--- src/shared/vpwm_pkg.sv ---
// Constants and carrier types for the voltage PWM amplitude scaling block
package vpwm_pkg;
   // ****************************************
   // Register map (APB byte addresses)
   // ****************************************
   localparam logic [7:0] ADDR_CONF = 8'h00;
   localparam logic [7:0] ADDR_STEPIV = 8'h04;
   localparam logic [7:0] ADDR_CURR = 8'h08;
   localparam logic [7:0] ADDR_STAT = 8'h0C;
   // CONF fields
   localparam int CONF_AMPL_LSB = 0;
   localparam int CONF_GRAD_LSB = 8;
   localparam int CONF_FREQ_LSB = 16;
   localparam int CONF_BLANK_LSB = 18;
   localparam int CONF_AUTO_BIT = 20;
   // CURR fields
   localparam int CURR_RUN_LSB = 0;
   localparam int CURR_HOLD_LSB = 8;
   localparam int CURR_VREF_LSB = 16;
   localparam int CURR_STILL_BIT = 24;
   // Reset values
   localparam logic [7:0] AMPL_RST = 8'h80;
   localparam logic [7:0] GRAD_RST = 8'h04;
   localparam logic [1:0] FREQ_RST = 2'h0;
   localparam logic [1:0] BLANK_RST = 2'h1;
   localparam logic AUTO_RST = 1'b1;
   localparam logic [4:0] RUN_RST = 5'h10;
   localparam logic [4:0] HOLD_RST = 5'h08;
   localparam logic [7:0] VREF_RST = 8'hFF;
   localparam logic [19:0] STEPIV_RST = 20'hFFFFF;
   // ****************************************
   // Timing
   // ****************************************
   localparam int CLK_MHZ = 200;
   // Full PWM period in clocks per code (two cycles per count period)
   localparam logic [10:0] PER_F0 = 11'h400;
   localparam logic [10:0] PER_F1 = 11'h2AB;
   localparam logic [10:0] PER_F2 = 11'h200;
   localparam logic [10:0] PER_F3 = 11'h19A;
   // Blanking clocks per code
   localparam logic [7:0] BLANK_C0 = 8'h10;
   localparam logic [7:0] BLANK_C1 = 8'h18;
   localparam logic [7:0] BLANK_C2 = 8'h24;
   localparam logic [7:0] BLANK_C3 = 8'h36;
   localparam logic [8:0] SINE_PEAK = 9'h0F8;
   localparam logic [7:0] SCALE_MAX = 8'hFF;
   localparam logic [4:0] RUN_MIN = 5'h08;
   // ****************************************
   // Carriers
   // ****************************************
   typedef struct packed {
      logic autoscale;
      logic [1:0] blanking_time_select;
      logic [1:0] chopper_frequency_divider;
      logic [7:0] amplitude_gradient_gain;
      logic [7:0] base_voltage_amplitude;
   } pwm_conf_t;
   typedef struct packed {
      logic standstill;
      logic [7:0] vref_scale;
      logic [4:0] hold_current_scale;
      logic [4:0] run_current_scale;
   } curr_conf_t;
   typedef enum logic [1:0] {PH_BLANK, PH_MEAS, PH_OFF} phase_t;
endpackage

--- src/verilog/vpwm_amplitude.sv ---
// Voltage PWM amplitude scaling with APB register access
//
// The placing of the registers and register access over APB were chosen for this implementation.
`timescale 1ns/1ps
`default_nettype none
module vpwm_amplitude
   import vpwm_pkg::*;
(
   input wire logic mclk,
   input wire logic rstn,
   input wire logic psel,
   input wire logic penable,
   input wire logic pwrite,
   input wire logic [7:0] paddr,
   input wire logic [31:0] pwdata,
   output logic [31:0] prdata,
   output logic pready,
   output logic pslverr,
   input wire logic step_pulse,
   input wire logic [7:0] coil_current,
   output logic pwm_out,
   output logic [7:0] pwm_scale,
   output logic low_duty
);
   // ****************************************
   // Helpers
   // ****************************************
   function automatic logic [10:0] period_of(input logic [1:0] code);
      case (code)
         2'h0: period_of = PER_F0;
         2'h1: period_of = PER_F1;
         2'h2: period_of = PER_F2;
         default: period_of = PER_F3;
      endcase
   endfunction
   function automatic logic [7:0] blank_of(input logic [1:0] code);
      case (code)
         2'h0: blank_of = BLANK_C0;
         2'h1: blank_of = BLANK_C1;
         2'h2: blank_of = BLANK_C2;
         default: blank_of = BLANK_C3;
      endcase
   endfunction
   function automatic logic [7:0] sat8(input logic [23:0] v);
      sat8 = (v > 24'(SCALE_MAX)) ? SCALE_MAX : v[7:0];
   endfunction

   // ****************************************
   // Registers
   // ****************************************
   pwm_conf_t conf_q;
   curr_conf_t curr_q;
   logic [19:0] step_interval_count_q;
   logic [19:0] step_cnt_q;
   logic [7:0] scale_q;
   logic collapsed_q;
   logic wr_en;
   logic addr_ok;
   assign addr_ok = (paddr == ADDR_CONF) || (paddr == ADDR_STEPIV) ||
                    (paddr == ADDR_CURR) || (paddr == ADDR_STAT);
   assign wr_en = psel && penable && pwrite && addr_ok;

   always_ff @(posedge mclk or negedge rstn)
   begin
      if (!rstn)
      begin
         conf_q <= '{AUTO_RST, BLANK_RST, FREQ_RST, GRAD_RST, AMPL_RST};
         curr_q <= '{1'b0, VREF_RST, HOLD_RST, RUN_RST};
      end
      else if (wr_en && paddr == ADDR_CONF)
      begin
         conf_q.base_voltage_amplitude <= pwdata[CONF_AMPL_LSB +: 8];
         conf_q.amplitude_gradient_gain <= pwdata[CONF_GRAD_LSB +: 8];
         conf_q.chopper_frequency_divider <= pwdata[CONF_FREQ_LSB +: 2];
         conf_q.blanking_time_select <= pwdata[CONF_BLANK_LSB +: 2];
         conf_q.autoscale <= pwdata[CONF_AUTO_BIT];
      end
      else if (wr_en && paddr == ADDR_CURR)
      begin
         curr_q.run_current_scale <= pwdata[CURR_RUN_LSB +: 5];
         curr_q.hold_current_scale <= pwdata[CURR_HOLD_LSB +: 5];
         curr_q.vref_scale <= pwdata[CURR_VREF_LSB +: 8];
         curr_q.standstill <= pwdata[CURR_STILL_BIT];
      end
   end

   // Single-cycle access: pready is set in the access phase
   always_ff @(posedge mclk or negedge rstn)
   begin
      if (!rstn)
      begin
         pready <= 1'b0;
         pslverr <= 1'b0;
         prdata <= 32'h0;
      end
      else
      begin
         pready <= psel && !penable;
         pslverr <= psel && !penable && !addr_ok;
         prdata <= 32'h0;
         if (psel && !penable && !pwrite)
         begin
            case (paddr)
               ADDR_CONF: prdata <= {11'h0, conf_q};
               ADDR_STEPIV: prdata <= {12'h0, step_interval_count_q};
               ADDR_CURR: prdata <= {7'h0, curr_q.standstill, curr_q.vref_scale, 3'h0,
                                     curr_q.hold_current_scale, 3'h0, curr_q.run_current_scale};
               ADDR_STAT: prdata <= {22'h0, low_duty, collapsed_q, scale_q};
               default: prdata <= 32'h0;
            endcase
         end
      end
   end

   // ****************************************
   // Step interval measurement
   // ****************************************
   logic [2:0] step_sync_q;
   logic step_seen;
   // Third and second stage must agree high with previous low to count once
   assign step_seen = step_sync_q[2] && step_sync_q[1];
   logic step_prev_q;
   logic step_rise;
   assign step_rise = step_seen && !step_prev_q;

   always_ff @(posedge mclk or negedge rstn)
   begin
      if (!rstn)
      begin
         step_sync_q <= 3'h0;
         step_prev_q <= 1'b0;
      end
      else
      begin
         step_sync_q <= {step_sync_q[1:0], step_pulse};
         step_prev_q <= step_seen;
      end
   end

   // Interval in clocks; a stalled motor saturates at 20'hFFFFE, one below STEPIV_RST
   always_ff @(posedge mclk or negedge rstn)
   begin
      if (!rstn)
      begin
         step_cnt_q <= 20'h0;
         step_interval_count_q <= STEPIV_RST;
      end
      else if (step_rise)
      begin
         step_cnt_q <= 20'h1;
         step_interval_count_q <= step_cnt_q;
      end
      else if (step_cnt_q != STEPIV_RST)
      begin
         step_cnt_q <= step_cnt_q + 20'h1;
         if (step_cnt_q >= step_interval_count_q)
            step_interval_count_q <= step_cnt_q;
      end
   end

   // ****************************************
   // PWM timebase and phases
   // ****************************************
   phase_t phase_q;
   logic [10:0] pwm_cnt_q;
   logic second_q;
   logic [10:0] period;
   logic [10:0] half_len;
   logic [7:0] blank;
   logic [10:0] on_len;
   logic period_end;
   assign period = period_of(conf_q.chopper_frequency_divider);
   assign blank = blank_of(conf_q.blanking_time_select);
   // Two PWM cycles per period; an odd period gives its spare clock to the second
   assign half_len = second_q ? (period - (period >> 1)) : (period >> 1);
   // On time of the full-scale sine peak, 248/256 of the half period
   assign on_len = 11'((27'(period) * 27'(scale_q) * 27'(SINE_PEAK)) >> 17);
   // End of one PWM cycle
   assign period_end = (pwm_cnt_q >= half_len - 11'h001);

   always_ff @(posedge mclk or negedge rstn)
   begin
      if (!rstn)
      begin
         pwm_cnt_q <= 11'h000;
         second_q <= 1'b0;
      end
      else if (period_end)
      begin
         pwm_cnt_q <= 11'h000;
         second_q <= !second_q;
      end
      else
         pwm_cnt_q <= pwm_cnt_q + 11'h001;
   end

   always_ff @(posedge mclk or negedge rstn)
   begin
      if (!rstn)
         phase_q <= PH_BLANK;
      else
      begin
         case (phase_q)
            PH_BLANK: if (pwm_cnt_q >= on_len) phase_q <= PH_OFF;
                      else if (pwm_cnt_q >= 11'(blank)) phase_q <= PH_MEAS;
            PH_MEAS: if (pwm_cnt_q >= on_len) phase_q <= PH_OFF;
            PH_OFF: if (period_end) phase_q <= PH_BLANK;
            default: phase_q <= PH_BLANK;
         endcase
      end
   end

   always_ff @(posedge mclk or negedge rstn)
   begin
      if (!rstn)
         pwm_out <= 1'b0;
      else
         pwm_out <= (phase_q != PH_OFF) && (on_len != 11'h0);
   end

   // ****************************************
   // Amplitude computation
   // ****************************************
   logic [7:0] target;
   logic [7:0] target_min;
   logic [7:0] target_raw;
   logic [4:0] cs;
   logic [23:0] vel_term;
   logic [7:0] vel_scale;
   logic meas_ok_q;
   logic [7:0] meas_q;
   assign cs = curr_q.standstill ? curr_q.hold_current_scale : curr_q.run_current_scale;
   // Target current in coil-current units, scaled by the analog reference
   assign target_raw = 8'((16'({cs, 3'h0}) * 16'(curr_q.vref_scale)) >> 8);
   // Least measurable target grows with blanking share of the period
   assign target_min = 8'((16'(blank) * 16'h0200) / 16'(period));
   assign target = (target_raw < target_min) ? target_min : target_raw;
   // grad*256*fstep/fclk with fstep = fclk/interval
   assign vel_term = (24'(conf_q.amplitude_gradient_gain) << 8) /
                     24'((step_interval_count_q == 20'h0) ? 20'h1 : step_interval_count_q);
   assign vel_scale = sat8(24'(conf_q.base_voltage_amplitude) + vel_term);

   // Latch current only while measuring after blanking
   always_ff @(posedge mclk or negedge rstn)
   begin
      if (!rstn)
      begin
         meas_q <= 8'h0;
         meas_ok_q <= 1'b0;
      end
      else
      begin
         // Sample flag lives until the cycle end; a new sample wins over the clear
         if (phase_q == PH_MEAS && conf_q.autoscale)
         begin
            meas_q <= coil_current;
            meas_ok_q <= 1'b1;
         end
         else if (period_end)
            meas_ok_q <= 1'b0;
      end
   end

   logic [9:0] scale_next;
   logic signed [9:0] err;
   logic signed [17:0] corr;
   logic signed [17:0] scale_sum;
   assign err = $signed({2'b0, target}) - $signed({2'b0, meas_q});
   assign corr = (18'(err) * 18'($signed({2'b0, conf_q.amplitude_gradient_gain}))) >>> 3;
   assign scale_sum = $signed({10'h000, scale_q}) + corr;
   always_comb
   begin
      // Clamp on the wide sum so a large gain cannot wrap the amplitude
      if (scale_sum < 18'sh00000)
         scale_next = 10'h000;
      else if (scale_sum > 18'sh000FF)
         scale_next = 10'(SCALE_MAX);
      else
         scale_next = scale_sum[9:0];
   end

   always_ff @(posedge mclk or negedge rstn)
   begin
      if (!rstn)
         scale_q <= AMPL_RST;
      else if (!conf_q.autoscale)
         scale_q <= vel_scale;
      else if (collapsed_q && curr_q.standstill)
         scale_q <= conf_q.base_voltage_amplitude;
      else if (period_end && meas_ok_q)
         scale_q <= scale_next[7:0];
   end

   // Duty below blanking means no sample can be taken
   always_ff @(posedge mclk or negedge rstn)
   begin
      if (!rstn)
      begin
         low_duty <= 1'b0;
         collapsed_q <= 1'b0;
      end
      else
      begin
         low_duty <= on_len <= 11'(blank);
         if (!conf_q.autoscale || curr_q.standstill)
            collapsed_q <= 1'b0;
         else if (on_len <= 11'(blank))
            collapsed_q <= 1'b1;
      end
   end

   always_ff @(posedge mclk or negedge rstn)
   begin
      if (!rstn)
         pwm_scale <= AMPL_RST;
      else
         pwm_scale <= scale_q;
   end
endmodule // vpwm_amplitude
`default_nettype wire

--- config.mk ---
export PLATFORM = sky130hd
export DESIGN_NAME = vpwm_amplitude
export DESIGN_NICKNAME = d
export VERILOG_FILES = /design/src/shared/vpwm_pkg.sv /design/src/verilog/vpwm_amplitude.sv
export SDC_FILE = /design/constraint.sdc
export NUM_CORES = 1
export LEC_CHECK = 0
export BUFFER_PORTS_ARGS = -buffer_cell sky130_fd_sc_hd__buf_2
export CAP_MARGIN = 10
export CORE_MARGIN = 2
export CORE_UTILIZATION = 52
export DETAILED_ROUTE_END_ITERATION = 6
export PLACE_DENSITY = 0.77
export SYNTH_ARGS = -nofsm -noshare
export SYNTH_HDL_FRONTEND = slang
export SYNTH_SLANG_ARGS = --single-unit
export TNS_END_PERCENT = 50
--- constraint.sdc ---
create_clock -name mclk -period 84.4 [get_ports mclk]
set_input_delay 16.88 -clock mclk [delete_from_list [all_inputs] [get_ports mclk]]
set_output_delay 16.88 -clock mclk [all_outputs]
set_load 0.01 [all_outputs]
# == Word-level counts from Yosys, hierarchy flattened ==
# Index checks and enable logic that the tools add are counted.
# totals
register_bits,160
inputBits,54
output_inout_bits,44
# classes
add_sub_neg,7
multipliers,4
n_div,2
order_cmp,9
n_eq_ne,15
mux,29
n_bitwise,1
n_reduce_logical,37
# ops
op,n
20-bit two-way mux,6
25-bit case mux with 4 select lines,1
8-bit two-way mux,7
11-bit case mux with 3 select lines,1
32-bit two-way mux,1
8-bit by 24-bit adder with 24-bit output,1
16-bit by 24-bit divider with 24-bit output,1
24-bit by 8-bit greater-than comparator with 1-bit output (second input constant),1
19-bit by 5-bit multiplier with 24-bit output (second input constant),1
11-bit two-way mux,2
20-bit by 1-bit adder with 20-bit output (second input constant),1
20-bit greater-or-equal comparator,1
20-bit zero test,1
20-bit != test (second input constant),1
11-bit by 8-bit multiplier with 19-bit output,1
9-bit by 9-bit multiplier with 18-bit output,1
6-bit case mux with 3 select lines,1
9-bit by 15-bit adder with 16-bit output,1
16-bit by 11-bit divider with 16-bit output,1
8-bit by 4-bit == test with 1-bit output (second input constant),2
16-bit by 9-bit greater-than comparator with 1-bit output (second input constant),1
16-bit by 1-bit less-than comparator with 1-bit output (second input constant),1
1-bit logical AND,14
5-bit by 8-bit multiplier with 13-bit output,1
28 further kinds,54

# == Depth between registers and ports, before layout ==
# depth
depth_word,14
mapped_depth,380
depth_no_buf,356

# == Worst setup path before layout ==
# Ideal clock, no wire load.
# synth_timing
path_kind,register to register
start,register step_interval_count_q[17]
end,register scale_q[2]
setup_time_ns,0.137
t_arrival_ns,68.665
path_slack_ns,15.598
stages_incl_launch_ff,363
n_path_buf,24
cell_sequence,dfstp_2 -> or4_1 -> nand4b_1 -> nor4_1 -> a21o_1 -> clkinv_1 -> buf_1 -> ha_1 -> o21a_1 -> o21ai_0 -> nor3_1 -> ha_1 -> o21a_1 -> o21ai_0 -> a21oi_1 -> mux2_2 -> and2_1 -> ha_1 -> [... 327 more ...] -> ha_1 -> a21o_1 -> a21oi_1 -> o21ai_0 -> a21oi_1 -> o21ai_0 -> a21oi_1 -> inv_1 -> a21oi_1 -> nand2_1 -> mux2i_1 -> a32oi_1 -> nor3_1 -> nand4_1 -> nor4_1 -> inv_1 -> o21ai_0 -> a21oi_1
# synth_via
elab_chain_cells,7
# synth_lines
item,line,rtl
from (decl),vpwm_amplitude.sv:53,logic [19:0] step_interval_count_q;
from (signal assigned),vpwm_amplitude.sv:151,step_interval_count_q <= step_cnt_q;
from (signal assigned),vpwm_amplitude.sv:157,step_interval_count_q <= step_cnt_q;
20-bit zero test,vpwm_amplitude.sv:240,24'((step_interval_count_q == 20'h0) ? 20'h1 : step_interval_count_q);
20-bit two-way mux (*),vpwm_amplitude.sv:240,
16-bit by 24-bit divider with 24-bit output (*),vpwm_amplitude.sv:239,assign vel_term = (24'(conf_q.amplitude_gradient_gain) << 8) /
8-bit by 24-bit adder with 24-bit output (*),vpwm_amplitude.sv:241,assign vel_scale = sat8(24'(conf_q.base_voltage_amplitude) + vel_term);
24-bit by 8-bit greater-than comparator with 1-bit output,vpwm_amplitude.sv:45,sat8 = (v > 24'(SCALE_MAX)) ? SCALE_MAX : v[7:0];
8-bit two-way mux (*),vpwm_amplitude.sv:45,
8-bit two-way mux (*),vpwm_amplitude.sv:286,else if (!conf_q.autoscale)
to (signal assigned),vpwm_amplitude.sv:287,scale_q <= vel_scale;
to (signal assigned),vpwm_amplitude.sv:289,scale_q <= conf_q.base_voltage_amplitude;
to (signal assigned),vpwm_amplitude.sv:291,scale_q <= scale_next[7:0];
to (decl),vpwm_amplitude.sv:55,logic [7:0] scale_q;
# Mark *: on every way between the ends. The rest lies on a longest branch, timed or not.
# A chain may end at the register's enable or synchronous reset.

# == Final worst setup path ==
# layout_timing
start,register step_interval_count_q[17]
end,register scale_q[3]
# The elaborated chain is that of the path after synthesis.

==> impl_results.md <==
* Resized Gates After CTS at 0
* Relative slew slack at 0.228
* Height of the die at 265 um
* I/O Pins at 98
* Antenna Nets Post-Route at 0
* Final Skew at ~0.016 ns
* Distinct cells, synth at between 100 and 150
* Share of cells above drive strength 1 at 0.106
* Mapped cell area at 35,400 um2
* Reg2Reg Launch Point: step_interval_count_q[17]$_DFFE_PN1P_
* Min-Delay Path Class: reg -> reg
* Multi-input logic area at slightly below 30,000 um2
* Max Slew Vio Count at 0
* CTS tree: done
* Drt pass-1 iters at 6
* Post-layout min period at between 70 and 80 ns
* Synth Area per Inst at a little under 8 um2
* # DRC at 0
* DP Wirelength at around 76,000 um
* Total CTS buffers at 17
* #FFs+latches synth at 153
* Nets at roughly 5,300
* Die ar. at 70,200 um2
* Most frequent cell on the critical path: o21a_1
* Post-synthesis sequential area ratio at 0.109
* Compound-gate portion of the synthesized area at 0.202
* Setup TNS at 0 ns
* Reg2Reg Setup Slack at between 10 and 15 ns
* Worst setup EP type: flop
* CP startpoint: step_interval_count_q[17]$_DFFE_PN1P_
* CP Class: reg -> reg
* Final Hold Viols at 0
* Post-synthesis simple-gate area fraction at 0.195
* Final Util at 0.557
* Final setup violation count at 0
* Worst setup path end: scale_q[3]$_DFFE_PN0P_
* Clock Pin Slew Worst Setup and Hold Paths at approximately 0.070 ns
* Clock root cell: clkbuf_16
* Fill cells at between 6,000 and 7,000
* Max Cap Viol at 0
* Crit share post-route at 0.874
* Vias per cell at 6.02
* Design Area, Final at between 30,000 and 40,000 um2
* All-Layer GR Usage at 0.271
* CP arrival at 74.11 ns
* CTS sink cnt at roughly 150
* Chip Width at 265 um
* Status: complete, no violations
* Detailed-route via count at 32,600
* Routed len/inst at 17.7 um
* Starting density of the core at 0.526
* Post-synthesis cell count at about 4,500
* Worst-Margin Slew at 1.16 ns
* CP max stage cell: nor3_2
* Post CTS Setup Buffer Count at 0
* Crit-path max cell delay at between 0.7 and 0.8 ns
* Critical path launch point type: flop
* Post-Synth Adder-Cell Area at 0.298
* Total wire length at approximately 96,000 um
* Port bufs at 83
* Rows at between 90 and 100
* Layout area overhead at 5.85%
* Clk Latency, worst-skew pair at ~0.45 ns
* Synth async-reset ratio at 1.00
* RSZ-0062 raised after global routing: no
* Ys Warns at 0
* First-pass GRT wire length at approximately 160,000 um
* Placed inst area at roughly 37,000 um2
* Antenna violations before repair at 1
* Post-synth EDFFs at 0
* F_max at 13.6 MHz
* FF/Latch Area at between 3000 and 4000 um2
* Pin count of the biggest net entering global routing at 90
* Mux share of post-synthesis cell area at 0.0801
* CP required at about 85 ns
* Worst-path fanout max at 32
* GPL Wtd Cong at 0.939
* Vias in the first global route at approximately 31,000
* GRT Residual Overflow at 0
* Main flop type after synthesis: dfrtp_1
* Maximum root-to-sink buffer count at 2
* Starting DRC count in detailed routing at about 2,500
* Combinational family with the most area after synthesis: adder cells
* CORE AREA at 67,300 um2
* Reg2reg end: scale_q[3]$_DFFE_PN0P_
* R2R cell count at approximately 360
* XOR/XNOR Fraction of Synth Area at 0.0495
* H-tree depth at 4
* Hold buffers post-CTS at 0
registers in the layout, summed over array words and instances, names as in the netlist, 2 cells and up:
name                   flops
pwm_cnt_q                 11
step_sync_q                3
phase_q                    2
prdata                    25
curr_q                    19
meas_q                     8
step_cnt_q                20
conf_q                    21
scale_q                    8
pwm_scale                  8
step_interval_count_q     20
Yosys cell counts, types with 11 or more instances:
library cell  number  area share
nor2_1           364       0.039
clkbuf_1          76      0.0081
o31ai_1           60       0.013
o21bai_1          36      0.0076
or3_1             33      0.0058
inv_1            487       0.052
a21o_1            71       0.015
a21oi_1          253       0.036
nor2b_1           60       0.011
nor3_1           178       0.025
mux2_2           190       0.060
nor4_1            29      0.0051
buf_1             11      0.0012
nand3_1           72       0.010
nand4_1           52      0.0092
fa_1             168       0.095
a21boi_0          52       0.011
buf_2             14      0.0020
nand2b_1          66       0.012
or2_2             31      0.0055
and3_1            34      0.0060
xnor2_1          129       0.032
o21ai_0          263       0.037
mux2i_1           51       0.014
ha_1             575        0.20
and2_1            90       0.016
dfrtp_1          117       0.083
a31oi_1           22      0.0039
nand2_1          350       0.037
xor2_1            71       0.018
dfstp_2           36       0.027
o21a_1           162       0.034
o211ai_1          20      0.0042
a211oi_1          25      0.0053
cell usage in the layout (no fill, tap or decap), types with 50 or more instances in the layout:
master | netlist | routed
a21boi_0 | 52 | 52
a21o_1 | 71 | 71
a21oi_1 | 253 | 252
and2_1 | 90 | 90
buf_2 | 14 | 82
buf_4 | 8 | 50
dfrtp_1 | 117 | 117
fa_1 | 168 | 168
ha_1 | 575 | 575
inv_1 | 487 | 487
mux2_2 | 190 | 190
mux2i_1 | 51 | 51
nand2_1 | 350 | 350
nand2b_1 | 66 | 66
nand3_1 | 72 | 72
nand4_1 | 52 | 52
nor2_1 | 364 | 364
nor2b_1 | 60 | 60
nor3_1 | 178 | 177
o21a_1 | 162 | 162
o21ai_0 | 263 | 262
o31ai_1 | 60 | 59
xnor2_1 | 129 | 129
xor2_1 | 71 | 71
per-stage QoR:
| step | hold WS [ns] | setup slack, ns | std cells |
|---|---|---|---|
| 2_1_floorplan | 0.331 | 15.60 | 4478 |
| 3_3_place_gp | 0.341 | 13.50 | 5373 |
| 3_5_place_dp | 0.354 | 12.09 | 5373 |
| 4_1_cts | 0.376 | 11.66 | 5405 |
| 5_1_grt | 0.389 | 4.11 | 5405 |
| 6_report | 0.373 | 10.60 | 5407 |
cells by family (layout without fill, tap and decap cells):
logic type               Yosys count  in the layout
AND/OR/NAND/NOR                 1415           1415
flip-flops                       153            153
multiplexers                     250            250
buffers and inverters            609            663
XOR/XNOR                         200            200
adder cells (fa/ha/maj)          743            743
other                              1             17
AO/OA/AOI/OAI                   1093           1093
worst max-delay path: cells and delay by family (launching register included):
kind / cells / cell delay [ns]
DFF: 1 / 0.42
adders and majority gates: 25 / 7.67
muxes: 4 / 1.40
and+or+nand+nor: 47 / 9.17
AOI/OAI and AO/OA: 260 / 50.08
buffers and inverters: 22 / 4.81
routing by layer:
| metal | wire, um | GRT usage | up-vias |
|---|---|---|---|
| met1 | 41600 | 0.361 | 15400 |
| met4 | 3130 | 0.0910 | 0 |
| met3 | 6480 | 0.0275 | 173 |
| met2 | 44600 | 0.458 | 1087 |
| met5 | 0 | 0 | - |
| li1 | - | - | 15900 |
cell type report:
type	count	share of cell area
flip-flops and latches	153	0.103
repair buffers	133	0.0213
multi-input cells	3716	0.781
inverters	498	0.0501
clock inverters	14	0.00344
well taps	873	0.0291
clock buffers	18	0.0115
diodes	2	0.000134
worst min path at each step:
stage | from | end | slack [ns] | cells after the start
floorplan | step_sync_q[0]$_DFF_PN0_ | step_sync_q[1]$_DFF_PN0_ | 0.33 | 0
global placement | step_sync_q[0]$_DFF_PN0_ | step_sync_q[1]$_DFF_PN0_ | 0.34 | 0
detailed placement | step_sync_q[0]$_DFF_PN0_ | step_sync_q[1]$_DFF_PN0_ | 0.35 | 0
CTS | step_sync_q[0]$_DFF_PN0_ | step_sync_q[1]$_DFF_PN0_ | 0.38 | 0
global route | step_sync_q[0]$_DFF_PN0_ | step_sync_q[1]$_DFF_PN0_ | 0.39 | 0
finish | step_sync_q[0]$_DFF_PN0_ | step_sync_q[1]$_DFF_PN0_ | 0.37 | 0
Power is left out: the tool's default activity adds up to more than one toggle a clock period on the data nets, which glitch-free logic cannot reach.
